--- src/pkg/sync_qual_pkg.sv ---
// Purpose: constants, register map and carriers of the sync permit qualifier
// Assumes: one clock, 50 MHz; program cycle of one setting step
// Notes: offsets are byte addresses of aligned 32-bit words
package sync_qual_pkg;
	// ------------------------------------------------------------------
	// sizes and timing
	// ------------------------------------------------------------------
	localparam int NUM_STAGES = 3;
	localparam int TIMER_W = 19;
	localparam int CLK_PERIOD_NS = 20;
	localparam int PROG_CYCLE_NS = 5000000;
	localparam int CYCLE_CLKS = PROG_CYCLE_NS / CLK_PERIOD_NS;
	localparam int CYCLE_W = 18;
	localparam logic [TIMER_W-1:0] DELAY_RST = 19'h0000A;
	localparam logic [TIMER_W-1:0] PULSE_RST = 19'h0000A;

	// ------------------------------------------------------------------
	// register map
	// ------------------------------------------------------------------
	localparam int ADDR_W = 8;
	localparam logic [ADDR_W-1:0] OFS_CTRL = 8'h00;
	localparam logic [ADDR_W-1:0] OFS_MODE = 8'h04;
	localparam logic [ADDR_W-1:0] OFS_FORCE = 8'h08;
	localparam logic [ADDR_W-1:0] OFS_DELAY = 8'h0C;
	localparam logic [ADDR_W-1:0] OFS_PULSE = 8'h10;
	localparam logic [ADDR_W-1:0] OFS_STATUS = 8'h14;
	localparam logic [ADDR_W-1:0] OFS_IRQ_STAT = 8'h18;
	localparam logic [ADDR_W-1:0] OFS_IRQ_MASK = 8'h1C;

	// control word fields
	localparam int CTRL_EN_LSB = 0;
	localparam int CTRL_GATE_LSB = 3;
	localparam int CTRL_SIDE_BIT = 6;
	localparam int CTRL_BEHAV_LSB = 8;
	localparam int CTRL_FORCE_EN_BIT = 10;
	localparam logic [31:0] CTRL_WMASK = 32'h0000077F;
	localparam logic [31:0] CTRL_RST = 32'h00000000;
	localparam logic [31:0] MODE_WMASK = 32'h00000007;
	localparam logic [31:0] FORCE_WMASK = 32'h00000007;
	localparam logic [31:0] TIMER_WMASK = 32'h0007FFFF;
	localparam logic [31:0] IRQ_WMASK = 32'h0000003F;
	// status word: permit bits, blocked bits, settings-open bit
	localparam int STAT_PERMIT_LSB = 0;
	localparam int STAT_BLOCKED_LSB = 3;
	localparam int STAT_OPEN_BIT = 6;
	localparam int IRQ_W = 2 * NUM_STAGES;

	// ------------------------------------------------------------------
	// enumerations
	// ------------------------------------------------------------------
	typedef enum logic [2:0] {
		MODE_ON = 3'h0,
		MODE_BLOCKED = 3'h1,
		MODE_TEST = 3'h2,
		MODE_TEST_BLOCKED = 3'h3,
		MODE_OFF = 3'h4
	} node_operating_mode_t;

	typedef enum logic [1:0] {
		BEH_CONT = 2'h0,
		BEH_DELAYED_CONT = 2'h1,
		BEH_DELAYED_PULSE = 2'h2
	} permit_behaviour_t;

	// force codes: odd selects blocked, even nonzero selects ok
	localparam logic [2:0] FORCE_NORMAL = 3'h0;
	localparam logic [2:0] FORCE_STAGE_STEP = 3'h2;

	typedef enum logic [4:0] {
		ST_IDLE = 5'h01,
		ST_DELAY = 5'h02,
		ST_OK = 5'h04,
		ST_DONE = 5'h08,
		ST_BLOCKED = 5'h10
	} stage_state_t;

	// ------------------------------------------------------------------
	// carriers
	// ------------------------------------------------------------------
	typedef struct packed {
		logic [NUM_STAGES-1:0] sync_cond;
		logic [NUM_STAGES-1:0] stage_check_request_in;
	} stage_in_t;

	typedef struct packed {
		logic [NUM_STAGES-1:0] sync_permit_out;
		logic [NUM_STAGES-1:0] blocked;
	} qual_out_t;
endpackage : sync_qual_pkg

--- src/design/stage_qualifier.sv ---
// Purpose: one stage's permit sequencing with delay and pulse timers
// Assumes: i_tick is a one-cycle program-cycle strobe
// Notes: outputs decode the state flop directly
module stage_qualifier #(
	parameter int TW = sync_qual_pkg::TIMER_W
) (
	input wire logic i_clk,
	input wire logic i_rst,
	input wire logic i_tick,
	input wire logic i_active,
	input wire logic i_sync,
	input wire logic i_block,
	input wire logic [1:0] i_behav,
	input wire logic [TW-1:0] i_delay,
	input wire logic [TW-1:0] i_pulse,
	output logic o_permit,
	output logic o_blocked
);
	sync_qual_pkg::stage_state_t state_ff, nxt_state;
	logic [TW-1:0] cnt_ff, nxt_cnt;
	logic cond;

	// ------------------------------------------------------------------
	// next state
	// ------------------------------------------------------------------
	// any drop of the condition returns to idle, which restarts timers
	always_comb begin
		cond = i_active & i_sync;
		nxt_state = state_ff;
		nxt_cnt = cnt_ff;
		case (state_ff)
			sync_qual_pkg::ST_IDLE: begin
				nxt_cnt = '0;
				if (cond) begin
					if (i_behav == sync_qual_pkg::BEH_DELAYED_CONT) begin
						nxt_state = sync_qual_pkg::ST_DELAY;
					end else if (i_block) begin
						nxt_state = sync_qual_pkg::ST_BLOCKED;
					end else begin
						nxt_state = sync_qual_pkg::ST_OK;
					end
				end
			end
			sync_qual_pkg::ST_DELAY: begin
				if (!cond) begin
					nxt_state = sync_qual_pkg::ST_IDLE;
				end else if (cnt_ff >= i_delay) begin
					nxt_cnt = '0;
					nxt_state = i_block ? sync_qual_pkg::ST_BLOCKED : sync_qual_pkg::ST_OK;
				end else if (i_tick) begin
					nxt_cnt = cnt_ff + 1'b1;
				end
			end
			sync_qual_pkg::ST_OK: begin
				if (!cond) begin
					nxt_state = sync_qual_pkg::ST_IDLE;
				end else if (i_block) begin
					nxt_state = sync_qual_pkg::ST_BLOCKED;
				end else if (i_behav == sync_qual_pkg::BEH_DELAYED_PULSE) begin
					if (cnt_ff >= i_pulse) begin
						nxt_state = sync_qual_pkg::ST_DONE;
					end else if (i_tick) begin
						nxt_cnt = cnt_ff + 1'b1;
					end
				end
			end
			// pulse spent or blocked: hold until the condition goes away
			sync_qual_pkg::ST_DONE, sync_qual_pkg::ST_BLOCKED: begin
				if (!cond) begin
					nxt_state = sync_qual_pkg::ST_IDLE;
				end
			end
			default: begin
				nxt_state = sync_qual_pkg::ST_IDLE;
			end
		endcase
	end

	// state register
	always_ff @(posedge i_clk or posedge i_rst) begin
		if (i_rst) begin
			state_ff <= sync_qual_pkg::ST_IDLE;
		end else begin
			state_ff <= nxt_state;
		end
	end

	// timer register
	always_ff @(posedge i_clk or posedge i_rst) begin
		if (i_rst) begin
			cnt_ff <= '0;
		end else begin
			cnt_ff <= nxt_cnt;
		end
	end

	assign o_permit = (state_ff == sync_qual_pkg::ST_OK);
	assign o_blocked = (state_ff == sync_qual_pkg::ST_BLOCKED);
endmodule : stage_qualifier

--- src/design/sync_check_output_qualifier.sv ---
// Purpose: qualify the sync permit of three synchrocheck stages
// Assumes: comparison results and start requests synchronous to i_clk
// Notes: registers on Avalon-MM with one wait state per access
//
// Design decisions made here: the Avalon-MM register port and the register offsets.
module sync_check_output_qualifier #(
	parameter int CYCLE_CLKS = sync_qual_pkg::CYCLE_CLKS,
	parameter int TW = sync_qual_pkg::TIMER_W
) (
	input wire logic i_clk,
	input wire logic i_rst,
	input wire logic [sync_qual_pkg::ADDR_W-1:0] i_avs_address,
	input wire logic i_avs_read,
	input wire logic i_avs_write,
	input wire logic [31:0] i_avs_writedata,
	input wire logic [3:0] i_avs_byteenable,
	output logic [31:0] o_avs_readdata,
	output logic o_avs_waitrequest,
	input wire logic [1:0] i_aux_sync_cfg,
	input wire sync_qual_pkg::stage_in_t i_stage,
	input wire logic i_block,
	output sync_qual_pkg::qual_out_t o_qual,
	output logic o_line_is_measured,
	output logic o_test_active,
	output logic o_irq
);
	localparam int NS = sync_qual_pkg::NUM_STAGES;

	// ------------------------------------------------------------------
	// declarations
	// ------------------------------------------------------------------
	logic ack_ff;
	logic [31:0] rdata_ff, nxt_rdata;
	logic [31:0] ctrl_ff, mode_ff, force_ff, delay_ff, pulse_ff;
	logic [sync_qual_pkg::IRQ_W-1:0] irq_stat_ff, irq_mask_ff, irq_event;
	logic [sync_qual_pkg::CYCLE_W-1:0] cyc_cnt_ff;
	logic tick_ff, block_smp_ff;
	logic open_cfg, wr_take, rd_take;
	logic [31:0] be_mask;
	logic [NS-1:0] st_permit, st_blocked, fin_permit, fin_blocked;
	logic [NS-1:0] permit_ff, blocked_ff, out_permit_ff, out_blocked_ff;
	logic [NS-1:0] stage_en, gate_on_start, active;
	sync_qual_pkg::node_operating_mode_t mode;
	logic mode_block, mode_test, mode_off, force_en;
	logic [1:0] behav;

	// ------------------------------------------------------------------
	// field decode
	// ------------------------------------------------------------------
	assign mode = sync_qual_pkg::node_operating_mode_t'(mode_ff[2:0]);
	assign stage_en = ctrl_ff[sync_qual_pkg::CTRL_EN_LSB +: NS];
	assign gate_on_start = ctrl_ff[sync_qual_pkg::CTRL_GATE_LSB +: NS];
	assign behav = ctrl_ff[sync_qual_pkg::CTRL_BEHAV_LSB +: 2];
	assign force_en = ctrl_ff[sync_qual_pkg::CTRL_FORCE_EN_BIT];
	assign o_line_is_measured = ctrl_ff[sync_qual_pkg::CTRL_SIDE_BIT];
	assign open_cfg = |i_aux_sync_cfg;
	// blocked-type modes act like a permanent blocking input
	assign mode_block = (mode == sync_qual_pkg::MODE_BLOCKED) ||
		(mode == sync_qual_pkg::MODE_TEST_BLOCKED);
	assign mode_test = (mode == sync_qual_pkg::MODE_TEST) ||
		(mode == sync_qual_pkg::MODE_TEST_BLOCKED);
	assign mode_off = (mode == sync_qual_pkg::MODE_OFF);
	assign o_test_active = mode_test;

	// ------------------------------------------------------------------
	// avalon slave handshake
	// ------------------------------------------------------------------
	// one wait state lets read data come from a flop
	assign o_avs_waitrequest = (i_avs_read | i_avs_write) & ~ack_ff;
	assign wr_take = i_avs_write & ack_ff;
	assign rd_take = i_avs_read & ~ack_ff;
	assign o_avs_readdata = rdata_ff;

	// byte lanes to a bit mask
	always_comb begin
		be_mask = '0;
		for (int b = 0; b < 4; b++) begin
			be_mask[b*8 +: 8] = {8{i_avs_byteenable[b]}};
		end
	end

	// acknowledge pulses high for one cycle per request
	always_ff @(posedge i_clk or posedge i_rst) begin
		if (i_rst) begin
			ack_ff <= 1'b0;
		end else begin
			ack_ff <= (i_avs_read | i_avs_write) & ~ack_ff;
		end
	end

	// read mux; settings read zero while no aux channel is in sync mode
	always_comb begin
		nxt_rdata = '0;
		if (i_avs_address == sync_qual_pkg::OFS_CTRL) begin
			nxt_rdata = open_cfg ? ctrl_ff : '0;
		end else if (i_avs_address == sync_qual_pkg::OFS_MODE) begin
			nxt_rdata = open_cfg ? mode_ff : '0;
		end else if (i_avs_address == sync_qual_pkg::OFS_FORCE) begin
			nxt_rdata = open_cfg ? force_ff : '0;
		end else if (i_avs_address == sync_qual_pkg::OFS_DELAY) begin
			nxt_rdata = open_cfg ? delay_ff : '0;
		end else if (i_avs_address == sync_qual_pkg::OFS_PULSE) begin
			nxt_rdata = open_cfg ? pulse_ff : '0;
		end else if (i_avs_address == sync_qual_pkg::OFS_STATUS) begin
			nxt_rdata[sync_qual_pkg::STAT_PERMIT_LSB +: NS] = permit_ff;
			nxt_rdata[sync_qual_pkg::STAT_BLOCKED_LSB +: NS] = blocked_ff;
			nxt_rdata[sync_qual_pkg::STAT_OPEN_BIT] = open_cfg;
		end else if (i_avs_address == sync_qual_pkg::OFS_IRQ_STAT) begin
			nxt_rdata[sync_qual_pkg::IRQ_W-1:0] = irq_stat_ff;
		end else if (i_avs_address == sync_qual_pkg::OFS_IRQ_MASK) begin
			nxt_rdata[sync_qual_pkg::IRQ_W-1:0] = irq_mask_ff;
		end
	end

	// read data register
	always_ff @(posedge i_clk or posedge i_rst) begin
		if (i_rst) begin
			rdata_ff <= '0;
		end else if (rd_take) begin
			rdata_ff <= nxt_rdata;
		end
	end

	// ------------------------------------------------------------------
	// setting registers
	// ------------------------------------------------------------------
	// writes to settings are dropped while the settings are hidden
	always_ff @(posedge i_clk or posedge i_rst) begin
		if (i_rst) begin
			ctrl_ff <= sync_qual_pkg::CTRL_RST;
			mode_ff <= {29'h0, sync_qual_pkg::MODE_ON};
			force_ff <= {29'h0, sync_qual_pkg::FORCE_NORMAL};
			delay_ff <= {13'h0, sync_qual_pkg::DELAY_RST};
			pulse_ff <= {13'h0, sync_qual_pkg::PULSE_RST};
		end else if (wr_take && open_cfg) begin
			if (i_avs_address == sync_qual_pkg::OFS_CTRL) begin
				ctrl_ff <= (ctrl_ff & ~be_mask) |
					(i_avs_writedata & be_mask & sync_qual_pkg::CTRL_WMASK);
			end else if (i_avs_address == sync_qual_pkg::OFS_MODE) begin
				if (i_avs_byteenable[0] && (i_avs_writedata[2:0] <= sync_qual_pkg::MODE_OFF)) begin
					mode_ff <= i_avs_writedata & sync_qual_pkg::MODE_WMASK;
				end
			end else if (i_avs_address == sync_qual_pkg::OFS_FORCE) begin
				force_ff <= (force_ff & ~be_mask) |
					(i_avs_writedata & be_mask & sync_qual_pkg::FORCE_WMASK);
			end else if (i_avs_address == sync_qual_pkg::OFS_DELAY) begin
				delay_ff <= (delay_ff & ~be_mask) |
					(i_avs_writedata & be_mask & sync_qual_pkg::TIMER_WMASK);
			end else if (i_avs_address == sync_qual_pkg::OFS_PULSE) begin
				pulse_ff <= (pulse_ff & ~be_mask) |
					(i_avs_writedata & be_mask & sync_qual_pkg::TIMER_WMASK);
			end
		end
	end

	// ------------------------------------------------------------------
	// program cycle tick and blocking sample
	// ------------------------------------------------------------------
	// tick fires once per program cycle
	always_ff @(posedge i_clk or posedge i_rst) begin
		if (i_rst) begin
			cyc_cnt_ff <= '0;
			tick_ff <= 1'b0;
		end else if (cyc_cnt_ff == sync_qual_pkg::CYCLE_W'(CYCLE_CLKS - 1)) begin
			cyc_cnt_ff <= '0;
			tick_ff <= 1'b1;
		end else begin
			cyc_cnt_ff <= cyc_cnt_ff + 1'b1;
			tick_ff <= 1'b0;
		end
	end

	// blocking is frozen for a whole program cycle
	always_ff @(posedge i_clk or posedge i_rst) begin
		if (i_rst) begin
			block_smp_ff <= 1'b0;
		end else if (tick_ff) begin
			block_smp_ff <= i_block;
		end
	end

	// ------------------------------------------------------------------
	// stages
	// ------------------------------------------------------------------
	// off mode parks every stage in idle
	assign active = stage_en & (~gate_on_start | i_stage.stage_check_request_in) &
		{NS{~mode_off}};

	generate
		for (genvar s = 0; s < NS; s++) begin : g_stage
			logic frc_hit;
			stage_qualifier #(
				.TW(TW)
			) u_stage (
				.i_clk(i_clk),
				.i_rst(i_rst),
				.i_tick(tick_ff),
				.i_active(active[s]),
				.i_sync(i_stage.sync_cond[s]),
				.i_block(block_smp_ff | mode_block),
				.i_behav(behav),
				.i_delay(delay_ff[TW-1:0]),
				.i_pulse(pulse_ff[TW-1:0]),
				.o_permit(st_permit[s]),
				.o_blocked(st_blocked[s])
			);
			// force codes 2s+1 (blocked) and 2s+2 (ok) belong to stage s
			assign frc_hit = force_en && (force_ff[2:0] != sync_qual_pkg::FORCE_NORMAL) &&
				(((force_ff[2:0] - 3'h1) >> 1) == 3'(s));
			assign fin_permit[s] = frc_hit ? ~force_ff[0] : st_permit[s];
			assign fin_blocked[s] = frc_hit ? force_ff[0] : st_blocked[s];
		end
	endgenerate

	// ------------------------------------------------------------------
	// outputs and status
	// ------------------------------------------------------------------
	// test modes show the result in status but keep the outputs quiet
	always_ff @(posedge i_clk or posedge i_rst) begin
		if (i_rst) begin
			permit_ff <= '0;
			blocked_ff <= '0;
			out_permit_ff <= '0;
			out_blocked_ff <= '0;
		end else begin
			permit_ff <= fin_permit;
			blocked_ff <= fin_blocked;
			out_permit_ff <= fin_permit & {NS{~mode_test}};
			out_blocked_ff <= fin_blocked & {NS{~mode_test}};
		end
	end
	// one driver for the whole carrier
	assign o_qual = {out_permit_ff, out_blocked_ff};

	// ------------------------------------------------------------------
	// interrupts
	// ------------------------------------------------------------------
	// rising permit and blocked flags are the events
	assign irq_event = {fin_blocked & ~blocked_ff, fin_permit & ~permit_ff};

	// sticky status, write one to clear; a new event beats the clear
	always_ff @(posedge i_clk or posedge i_rst) begin
		if (i_rst) begin
			irq_stat_ff <= '0;
		end else if (wr_take && (i_avs_address == sync_qual_pkg::OFS_IRQ_STAT)) begin
			irq_stat_ff <= (irq_stat_ff & ~(i_avs_writedata[sync_qual_pkg::IRQ_W-1:0] &
				be_mask[sync_qual_pkg::IRQ_W-1:0])) | irq_event;
		end else begin
			irq_stat_ff <= irq_stat_ff | irq_event;
		end
	end

	// mask register, not hidden by the settings gate
	always_ff @(posedge i_clk or posedge i_rst) begin
		if (i_rst) begin
			irq_mask_ff <= '0;
		end else if (wr_take && (i_avs_address == sync_qual_pkg::OFS_IRQ_MASK) &&
				i_avs_byteenable[0]) begin
			irq_mask_ff <= i_avs_writedata[sync_qual_pkg::IRQ_W-1:0];
		end
	end

	assign o_irq = |(irq_stat_ff & irq_mask_ff);
endmodule : sync_check_output_qualifier

--- config.mk ---
export PLATFORM = sky130hd
export DESIGN_NAME = sync_check_output_qualifier
export DESIGN_NICKNAME = d
export VERILOG_FILES = /design/src/pkg/sync_qual_pkg.sv /design/src/design/stage_qualifier.sv /design/src/design/sync_check_output_qualifier.sv
export SDC_FILE = /design/constraint.sdc
export NUM_CORES = 1
export LEC_CHECK = 0
export ABC_AREA = 1
export BUFFER_PORTS_ARGS = -buffer_cell sky130_fd_sc_hd__buf_4
export CAP_MARGIN = 40
export CORE_MARGIN = 5
export CORE_UTILIZATION = 45
export CTS_CLUSTER_SIZE = 10
export DETAILED_ROUTE_END_ITERATION = 8
export PLACE_DENSITY = 0.64
export SLEW_MARGIN = 20
export SYNTH_ARGS = -nofsm -noshare
export SYNTH_HDL_FRONTEND = slang
export SYNTH_SLANG_ARGS = --single-unit
--- constraint.sdc ---
create_clock -name i_clk -period 21.8 [get_ports i_clk]
set_input_delay 1.09 -clock i_clk [delete_from_list [all_inputs] [get_ports i_clk]]
set_output_delay 1.09 -clock i_clk [all_outputs]
set_load 0.01 [all_outputs]
==> summary.md, run 1 <==
| Metric | Value |
|---|---|
| #FFs+latches synth | 280 |
| R2R depth | 10 |
| EDFF count, synth | 0 |
| RSZ-0062 raised after global routing | false |
| Core Region | just under 0.04 sq mm |
| Vias per cell | around 5.3 |
| Maximum clock rate | between 0.3 and 0.4 GHz |
| Post-CTS Resized | 0 |
| Clock Skew | ~24 ps |
| Synth area leaders | dfrtp_1 (38%), nand2_1 (16%), ha_1 (8.5%) |
| Post-Syn Area | around 0.018 sq mm |
| Area grow syn2layout | 13.05% |
| IO Count | slightly below 100 |
| Crit start category | input port |
| Final Hold Fails | 0 |
| Register area | between 0.007 and 0.008 sq mm |
| Slew @ Worst Pin | between 800 and 900 ps |
| Die area | roughly 0.044 sq mm |
| Final Cycle Share | approximately 15% |
| Yosys top cell area share | between 30% and 40% |
| Starting DRC count in detailed routing | 1481 |
| WP data arrival | about 3700 ps |
| Cell area after layout | between 0.02 and 0.025 sq mm |
| PwrDens | about 64 mW/mm^2 |
| Commonest non-fill, non-tap cells in the layout | nand2_1 (749), nor2_1 (321), inv_1 (293), dfrtp_1 (272), o21ai_0 (183) |
| Remaining antenna violation count | 0 |
| Die Width | around 210 um |
| Syn Nets | roughly 2700 |
| Reg clk slew, reported paths | roughly 60 ps |
| Final hold slack | roughly 470 ps |
| IO Port Bufs | 85 |
| Cell taking the most area after synthesis | dfrtp_1 |
| Filler cells | between 3000 and 4000 |
| Asr flop ratio synth | between 90% and 100% |
| Global Route Usage Sum | 23.61% |
| Seq/Total Area, Yosys | roughly 40% |
| Crit path kind | in -> reg |
| Nets@finish | 2745 |
| Final worst path period need | 3243 ps |
| CTS tree | built |
| Area after DPL | about 0.019 sq mm |
| Max rail drop VDD | between 0.00006 and 0.00007 V |
| Syn_area_per_cell | between 7 and 8 sq um |
| Total Power | ~1300 uW |
| Final Core Density | roughly half |
| Clock Tree Buf Depth | 3 |
| Leading cell type in the layout, fill and taps excluded | nand2_1 |
| Setup violations, final | 0 |
| Diodes inserted | 0 |
| DP HPWL | 38320 um |
| Share of layout cells above drive strength 1 | between 6 and 7% |
| Multi-input gate area | slightly above 0.009 sq mm |
| Num CTS Buffers | 35 |
| Htree depth | 2 |
| Worst-path fanout max | 13 |
| Gpl congestion | 0.9431 |
| Synth Instances | approximately 2500 |
| Routed length per instance | approximately 17 um |
| Drt drc | 0 |
| WHS Path Cells | 1 |
| Congestion Overflow GR | 0 |
| Initial antenna violation count | 0 |
| Max_cap viols | 0 |
| Num rows | slightly above 70 |
| Starting Density | between 40% and 50% |
| Post-CTS Setup Inserts | 0 |
| Initial DRT Pass Iterations | 8 |
| Vias after detailed routing | 16540 |
| Status | completed |
| Synth unique cells | 47 |
| Rel. slew slack | 44.77% |
| Root buffer cell | clkbuf_16 |
| Aggregate routed wire length | approximately 52000 um |
| CTS sink count | 280 |
| First-pass GRT wire length | ~84000 um |
| Final TNS setup | 0 ps |
| CTS Hold Bufs | 0 |
| Crit. End Element | register |
| Leak Pwr | 0.01044 uW |
| Hold crit path type | reg -> reg |
| Largest net degree at the start of global routing | between 70 and 80 |
| Die Y | about 210 um |
| Critical path data required time | ~22000 ps |
| Synth Warn # | 0 |
| Slew Viols, Final | 0 |
| Clk_lat worst skew | 550 ps |
| Prevailing post-synth register cell | dfrtp_1 |
| Vias in the first global route | 15670 |
## critical path: stages
cell and delay, ps:
buf_4 110, nor2_1 260, nand2_1 240, nor3_4 350
inv_1 300, nor2_1 210, inv_1 190, nor2_1 680
nand2_1 110, o21a_1 140
## worst paths after layout
kind	slack [ps]	start	to
worst max-delay path	18560	i_avs_address[1]	register
worst min-delay path	470	ack_ff$_DFF_PP0_	ack_ff$_DFF_PP0_
worst max register to register	18900	register	g_stage[1].u_stage.cnt_ff[1]$_DFFE_PP0P_
worst min register to register	470	ack_ff$_DFF_PP0_	ack_ff$_DFF_PP0_
max in group asynchronous	19780	i_rst	async pin
min in group asynchronous	590	i_rst	cyc_cnt_ff[11]$_DFF_PP0_
## cells in the mapped netlist (8+ instances only)
master and number:
inv_1 294, nand2_1 749, a21oi_1 121, o22ai_1 18, dfrtp_1 273, nand4_1 57, nor2_1 321, nor4_1 9
o21ai_0 183, nor3_1 26, xnor2_1 18, xor2_1 35, buf_2 16, o221ai_1 13, clkbuf_1 43, ha_1 120
nand3_1 121, nand3b_1 8
## layer usage
layer  vias up  wire [um]  share of wire (%)  global-route usage, %
li1       8191          -                  -                      -
met1      7721      24010                 46                  33.56
met2       541      23270                 45                  37.08
met3        83       3394                6.5                  4.319
met4         0       1447                2.8                  7.111
met5         -          0                  0                      0
## cell families (layout without fill, tap and decap cells)
group                    count (synthesis)  in the layout  synth area share (%)
AO/OA/AOI/OAI                          366            366                 11.29
flip-flops                             280            280                 39.52
adder cells (fa/ha/maj)                120            120                 8.458
buffers and inverters                  373            468                 8.184
XOR/XNOR                                53             53                 2.615
AND/OR/NAND/NOR                       1301           1301                 29.88
multiplexers                             1              1               0.05639
## layout make-up
type	instances	share of cell area [%]
Clock inverter	4	0.2993
Tap cell	518	3.230
Sequential cell	280	34.98
Timing Repair Buffer	105	4.483
Clock buffer	54	4.975
Inverter	305	5.755
Multi-Input combinational cell	1841	46.28
## through the flow
stage / worst slack (ps) / std cells
global placement: 17870 / 3039
CTS: 18610 / 3106
global route: 18430 / 3107
detailed placement: 18100 / 3048
floorplan: 13000 / 2494
finish: 18560 / 3107
## power breakdown
part	total, uW	leakage [uW]	internal [uW]	switching, uW
combinational	187	0.00659	54.9	132
sequential	553	0.00334	541	12.1
clock	551	0.000512	326	225
Power figures use the tool's default switching activity.
==> run 2: changes to the inputs <==
--- a/config.mk
+++ b/config.mk
@@ -12,7 +12,7 @@
 export CORE_UTILIZATION = 45
 export CTS_CLUSTER_SIZE = 10
 export DETAILED_ROUTE_END_ITERATION = 8
-export PLACE_DENSITY = 0.64
+export PLACE_DENSITY = 0.66
 export SLEW_MARGIN = 20
 export SYNTH_ARGS = -nofsm -noshare
 export SYNTH_HDL_FRONTEND = slang
==> constraint.sdc (replaced) <==
create_clock -name i_clk -period 2.8 [get_ports i_clk]
set_input_delay 0.14 -clock i_clk [delete_from_list [all_inputs] [get_ports i_clk]]
set_output_delay 0.14 -clock i_clk [all_outputs]
set_load 0.01 [all_outputs]
==> summary.md, run 2 (synthesis gave the netlist of run 1 again) <==
| Metric | Value |
|---|---|
| Critical path data required time | 3280 ps |
| DP HPWL | 39200 um |
| Total Power | 9937 uW |
| Aggregate routed wire length | about 53000 um |
| Initial DRT Pass Iterations | 5 |
| CTS tree | built |
| Final Hold Fails | 0 |
| Max rail drop VDD | about 0.00036 V |
| Crit start category | register |
| WHS Path Cells | 4 |
| Die area | 0.04352 sq mm |
| Vias in the first global route | 15990 |
| Placed insts | 3075 |
| PwrDens | between 400 and 500 mW/mm^2 |
| Nets@finish | roughly 2800 |
| Area after DPL | approximately 0.019 sq mm |
| Worst-path fanout max | 6 |
| CTS sink count | 280 |
| Diodes inserted | 0 |
| Status | completed |
| Worst-case register-to-register setup slack | roughly 150 ps |
| Vias per cell | ~5.3 |
| RSZ-0062 raised after global routing | false |
| First-pass GRT wire length | around 86000 um |
| IO Port Bufs | 85 |
| Share of layout cells above drive strength 1 | 7.666% |
| Max_cap viols | 0 |
| Rel. slew slack | around 52% |
| Largest net degree at the start of global routing | 74 |
| Starting Density | 45.72% |
| Crit path kind | reg -> reg |
| Leading cell type in the layout, fill and taps excluded | nand2_1 |
| Leak Pwr | around 0.011 uW |
| Area grow syn2layout | 15.18% |
| Post-CTS Setup Inserts | 0 |
| Gpl congestion | between 0.9 and 1 |
| RR Endpoint | g_stage[0].u_stage.state_ff[3]$_DFFE_PP0P_ |
| R2R depth | 13 |
| Slew Viols, Final | 0 |
| Starting DRC count in detailed routing | approximately 1400 |
| Num CTS Buffers | 35 |
| Die Y | 208.6 um |
| Clock Skew | ~18 ps |
| Initial antenna violation count | 0 |
| Remaining antenna violation count | 0 |
| Global Route Usage Sum | between 20% and 30% |
| Clk_lat worst skew | between 500 and 600 ps |
| Clock Tree Buf Depth | 3 |
| Num rows | between 70 and 80 |
| Non-Filler Instances | ~3200 |
| Hold Crit Start | i_avs_byteenable[3] |
| Reg clk slew, reported paths | approximately 50 ps |
| Cell area after layout | ~0.02 sq mm |
| Commonest non-fill, non-tap cells in the layout | nand2_1 (749), nor2_1 (320), inv_1 (293), dfrtp_1 (272), o21ai_0 (183) |
| Routed length per instance | ~17 um |
| Setup violations, final | 0 |
| Die Width | ~210 um |
| Final Cycle Share | between 90% and 100% |
| WP data arrival | 3130 ps |
| Congestion Overflow GR | 0 |
| CTS Hold Bufs | 25 |
| Post-CTS Resized | 0 |
| Hold crit path type | in -> reg |
| Core Region | between 0.03 and 0.04 sq mm |
| Root buffer cell | clkbuf_16 |
| Final worst path period need | ~2700 ps |
| Slew @ Worst Pin | 708.7 ps |
| Maximum clock rate | approximately 0.38 GHz |
| Filler cells | about 3800 |
| Vias after detailed routing | around 17000 |
| Final hold slack | about 44 ps |
| Crit. End Element | register |
| Drt drc | 0 |
| Hold Path Sink | pulse_ff[25]$_DFFE_PP0P_ |
| Htree depth | 2 |
| IO Count | between 90 and 100 |
## run 2: changes by cell type in the layout (fill, tap and decap cells not counted), sizes merged
cell	change
buf	+26
dlygate4sd3	+25
clkbuf	-5
bufinv	-1
clkinv	+1
clkinvlp	+1
inv	-1
## run 2: critical path, stage by stage (launching register included)
cell and delay, ps:
dfrtp_1 370, inv_1 200, ha_1 300, nand2_1 70
inv_1 30, o21ai_0 140, nand2_1 70, a21oi_1 200
nand3_1 100, nor2_1 450, nand3_1 320, nand3_1 200
nand2_1 60, nand2_1 60
## run 2: cell type report
cell class | count | area, sq um | share of cell area [%]
sequential | 280 | 7019 | 34.33
multi-input combinational | 1841 | 9290 | 45.44
tap | 518 | 648.1 | 3.170
timing repair buffer | 157 | 1321 | 6.463
inverter | 305 | 1151 | 5.630
clock buffer | 48 | 954.7 | 4.670
clock inverter | 4 | 60.06 | 0.2938
## run 2: stage by stage
step,util [%],TNS [ps],worst slack (ps)
floorplan,-,-284740,-1042
global placement,49.33,0,224.3
detailed placement,49.33,0,217.3
CTS,52.59,0,201.0
global route,52.66,0,5.042
finish,52.66,0,146.4
## run 2: report_power, final
group | leakage (uW) | total, uW | switching (uW) | internal [uW]
combinational | 0.00681 | 1490 | 1030 | 457
sequential | 0.00334 | 4300 | 92.8 | 4210
clock | 0.000491 | 4140 | 1760 | 2380
## run 2: worst max path at each step
stage | startpoint | endpoint | slack (ps)
after floorplan | i_rst | async pin | -1040
after global placement | register | g_stage[0].u_stage.state_ff[3]$_DFFE_PP0P_ | 220
after detailed placement | register | g_stage[0].u_stage.state_ff[3]$_DFFE_PP0P_ | 220
after CTS | register | g_stage[0].u_stage.state_ff[3]$_DFFE_PP0P_ | 200
after global routing | register | g_stage[0].u_stage.state_ff[4]$_DFFE_PP0P_ | 5
final | register | g_stage[0].u_stage.state_ff[3]$_DFFE_PP0P_ | 150
## run 2: layer usage
metal  vias to the layer above  global-route usage (%)  wire length [um]
li1                       8294                       -                 -
met1                      7910                   34.00             24550
met2                       493                   39.27             24190
met3                        92                   3.584              2940
met4                         0                   6.368              1354
met5                         -                       0                 0
==> run 3: changes to the inputs <==
--- a/config.mk
+++ b/config.mk
@@ -9,10 +9,10 @@
 export BUFFER_PORTS_ARGS = -buffer_cell sky130_fd_sc_hd__buf_4
 export CAP_MARGIN = 40
 export CORE_MARGIN = 5
-export CORE_UTILIZATION = 45
+export CORE_UTILIZATION = 56
 export CTS_CLUSTER_SIZE = 10
 export DETAILED_ROUTE_END_ITERATION = 8
-export PLACE_DENSITY = 0.66
+export PLACE_DENSITY = 0.79
 export SLEW_MARGIN = 20
 export SYNTH_ARGS = -nofsm -noshare
 export SYNTH_HDL_FRONTEND = slang
==> summary.md, run 3 (synthesis gave the netlist of run 1 again) <==
| Metric | Value |
|---|---|
| Status | completed |
| Vias per cell | ~5.6 |
| Vias in the first global route | 16670 |
| Diodes inserted | 0 |
| Final Cycle Share | ~92% |
| Area grow syn2layout | 14.72% |
| Starting Density | 56.54% |
| Num rows | 65 |
| CTS sink count | 280 |
| IO Port Bufs | 85 |
| RR Endpoint | g_stage[1].u_stage.cnt_ff[5]$_DFFE_PP0P_ |
| PwrDens | between 400 and 500 mW/mm^2 |
| Commonest non-fill, non-tap cells in the layout | nand2_1 (749), nor2_1 (321), inv_1 (293), dfrtp_1 (272), o21ai_0 (183) |
| Die Width | approximately 190 um |
| R2R depth | 12 |
| Num CTS Buffers | 35 |
| Remaining antenna violation count | 0 |
| Setup violations, final | 0 |
| Crit start category | register |
| Non-Filler Instances | around 3100 |
| Crit. End Element | register |
| Aggregate routed wire length | a little over 50000 um |
| Post-CTS Setup Inserts | 0 |
| Starting DRC count in detailed routing | approximately 1500 |
| Final TNS setup | 0 ps |
| Largest delay share family, worst path | compound AO/OA/AOI/OAI gates |
| CP bufs+invs | 2 |
| Die area | 0.03536 sq mm |
| Gpl congestion | 0.9632 |
| Total Power | approximately 9900 uW |
| DP HPWL | roughly 38000 um |
| Drt drc | 0 |
| Rel. slew slack | 49.90% |
| CP Cell Sequence | inv_1 -> ha_1 -> a21oi_1 -> o21ai_0 -> nand2_1 -> nand2_1 -> nand2_1 -> nand4_1 -> a21oi_4 -> inv_4 -> nand2_1 -> nand2_1 |
| Initial antenna violation count | 0 |
| Worst path depth | 12 |
| Largest net degree at the start of global routing | roughly 110 |
| Final Hold Fails | 0 |
| Share of layout cells above drive strength 1 | 8.066% |
| Congestion Overflow GR | 0 |
| Post-CTS Resized | 0 |
| CTS tree | built |
| Leading cell type in the layout, fill and taps excluded | nand2_1 |
| Nets@finish | about 2800 |
| WP data arrival | 2980 ps |
| Clock Skew | 21.64 ps |
| Slew Viols, Final | 0 |
| Worst-path fanout max | 13 |
| Final worst path period need | ~2600 ps |
| Htree depth | 2 |
| Leak Pwr | between 0.01 and 0.015 uW |
| Reg clk slew, reported paths | around 60 ps |
| Vias after detailed routing | between 15000 and 20000 |
| Global Route Usage Sum | about 30% |
| Core Region | roughly 0.031 sq mm |
| Die Y | ~190 um |
| Placed insts | between 2000 and 3000 |
| Slew @ Worst Pin | 745.8 ps |
| Crit path capture | g_stage[1].u_stage.cnt_ff[5]$_DFFE_PP0P_ |
| Final Core Density | between 60% and 70% |
| Maximum clock rate | about 0.39 GHz |
| RSZ-0062 raised after global routing | false |
| Initial DRT Pass Iterations | 6 |
| Routed length per instance | between 15 and 20 um |
| Root buffer cell | clkbuf_16 |
| Crit-path slowest cell | a21oi_4 |
| Max_cap viols | 0 |
| Clk_lat worst skew | between 500 and 600 ps |
| Worst-case register-to-register setup slack | between 200 and 250 ps |
| Critical path data required time | 3200 ps |
| Largest stage delay, worst path | 480 ps |
| Clock Tree Buf Depth | 3 |
| Crit path kind | reg -> reg |
| Max rail drop VDD | ~0.00051 V |
| First-pass GRT wire length | ~86000 um |
| Hold crit path type | in -> reg |
| IO Count | 99 |
| Most Frequent Cell on Critical Path | nand2_1 |
| Final hold slack | between 50 and 60 ps |
==> run 3: cell types whose count changed in the layout (fill, tap and decap cells not counted), sizes merged <==
cell / change
buf: +13
clkinv: +4
clkbuf: +1
==> run 3: report_power, final <==
part / leakage [uW] / switching (uW) / internal (uW)
clock network: 0.000491 / 1750 / 2330
logic: 0.00688 / 1030 / 463
registers: 0.00334 / 95.9 / 4210
total: 0.0107 / 2870 / 7000
==> run 3: timing repair <==
item | 4_1_cts | 5_1_grt
hold buffers | 25 | 0
hold endpoints to repair | 68 | 0
setup endpoints to repair | 0 | 0
==> run 3: area by class of cell <==
cell class                 count  area, sq um
fill                        2715        11030
multi-input combinational   1841         9288
sequential                   280         7017
timing repair buffer         169         1394
inverter                     305         1151
clock buffer                  50        932.1
tap                          402        503.0
clock inverter                 8        80.08
==> run 3: layer usage <==
layer  up-vias  share of wire, %  GRT usage [%]
li1       8324                 -              -
met1      8057                43          40.11
met2       649                46          48.58
met3       139               7.3          3.779
met4         0               3.9          10.95
met5         -                 0              0
==> run 3: worst min-delay path by stage <==
stage / start / endpoint / slack [ps] / cells past startpoint
2_1_floorplan: i_block / block_smp_ff$_DFFE_PP0P_ / 250 / 2
3_3_place_gp: i_rst / pulse_ff[22]$_DFFE_PP0P_ / 240 / 2
3_5_place_dp: i_rst / pulse_ff[22]$_DFFE_PP0P_ / 250 / 2
4_1_cts: i_avs_byteenable[1] / register / 40 / 5
5_1_grt: i_avs_byteenable[3] / pulse_ff[31]$_DFFE_PP0P_ / 80 / 4
6_report: i_avs_byteenable[1] / register / 60 / 5
==> run 3: metrics by stage <==
step	instance area, sq um	setup slack [ps]
after floorplan	17750	-1042
after global placement	19100	307.6
after detailed placement	19100	287.8
after CTS	20360	283.1
after global routing	20360	85.04
final	20360	216.3
==> run 3: worst register-to-register path, stage by stage (launching register included) <==
cell and delay (ps):
dfrtp_1 420, inv_1 240, ha_1 310, a21oi_1 150, o21ai_0 110, nand2_1 70
nand2_1 50, nand2_1 50, nand4_1 260, a21oi_4 480, inv_4 170, nand2_1 90
nand2_1 60
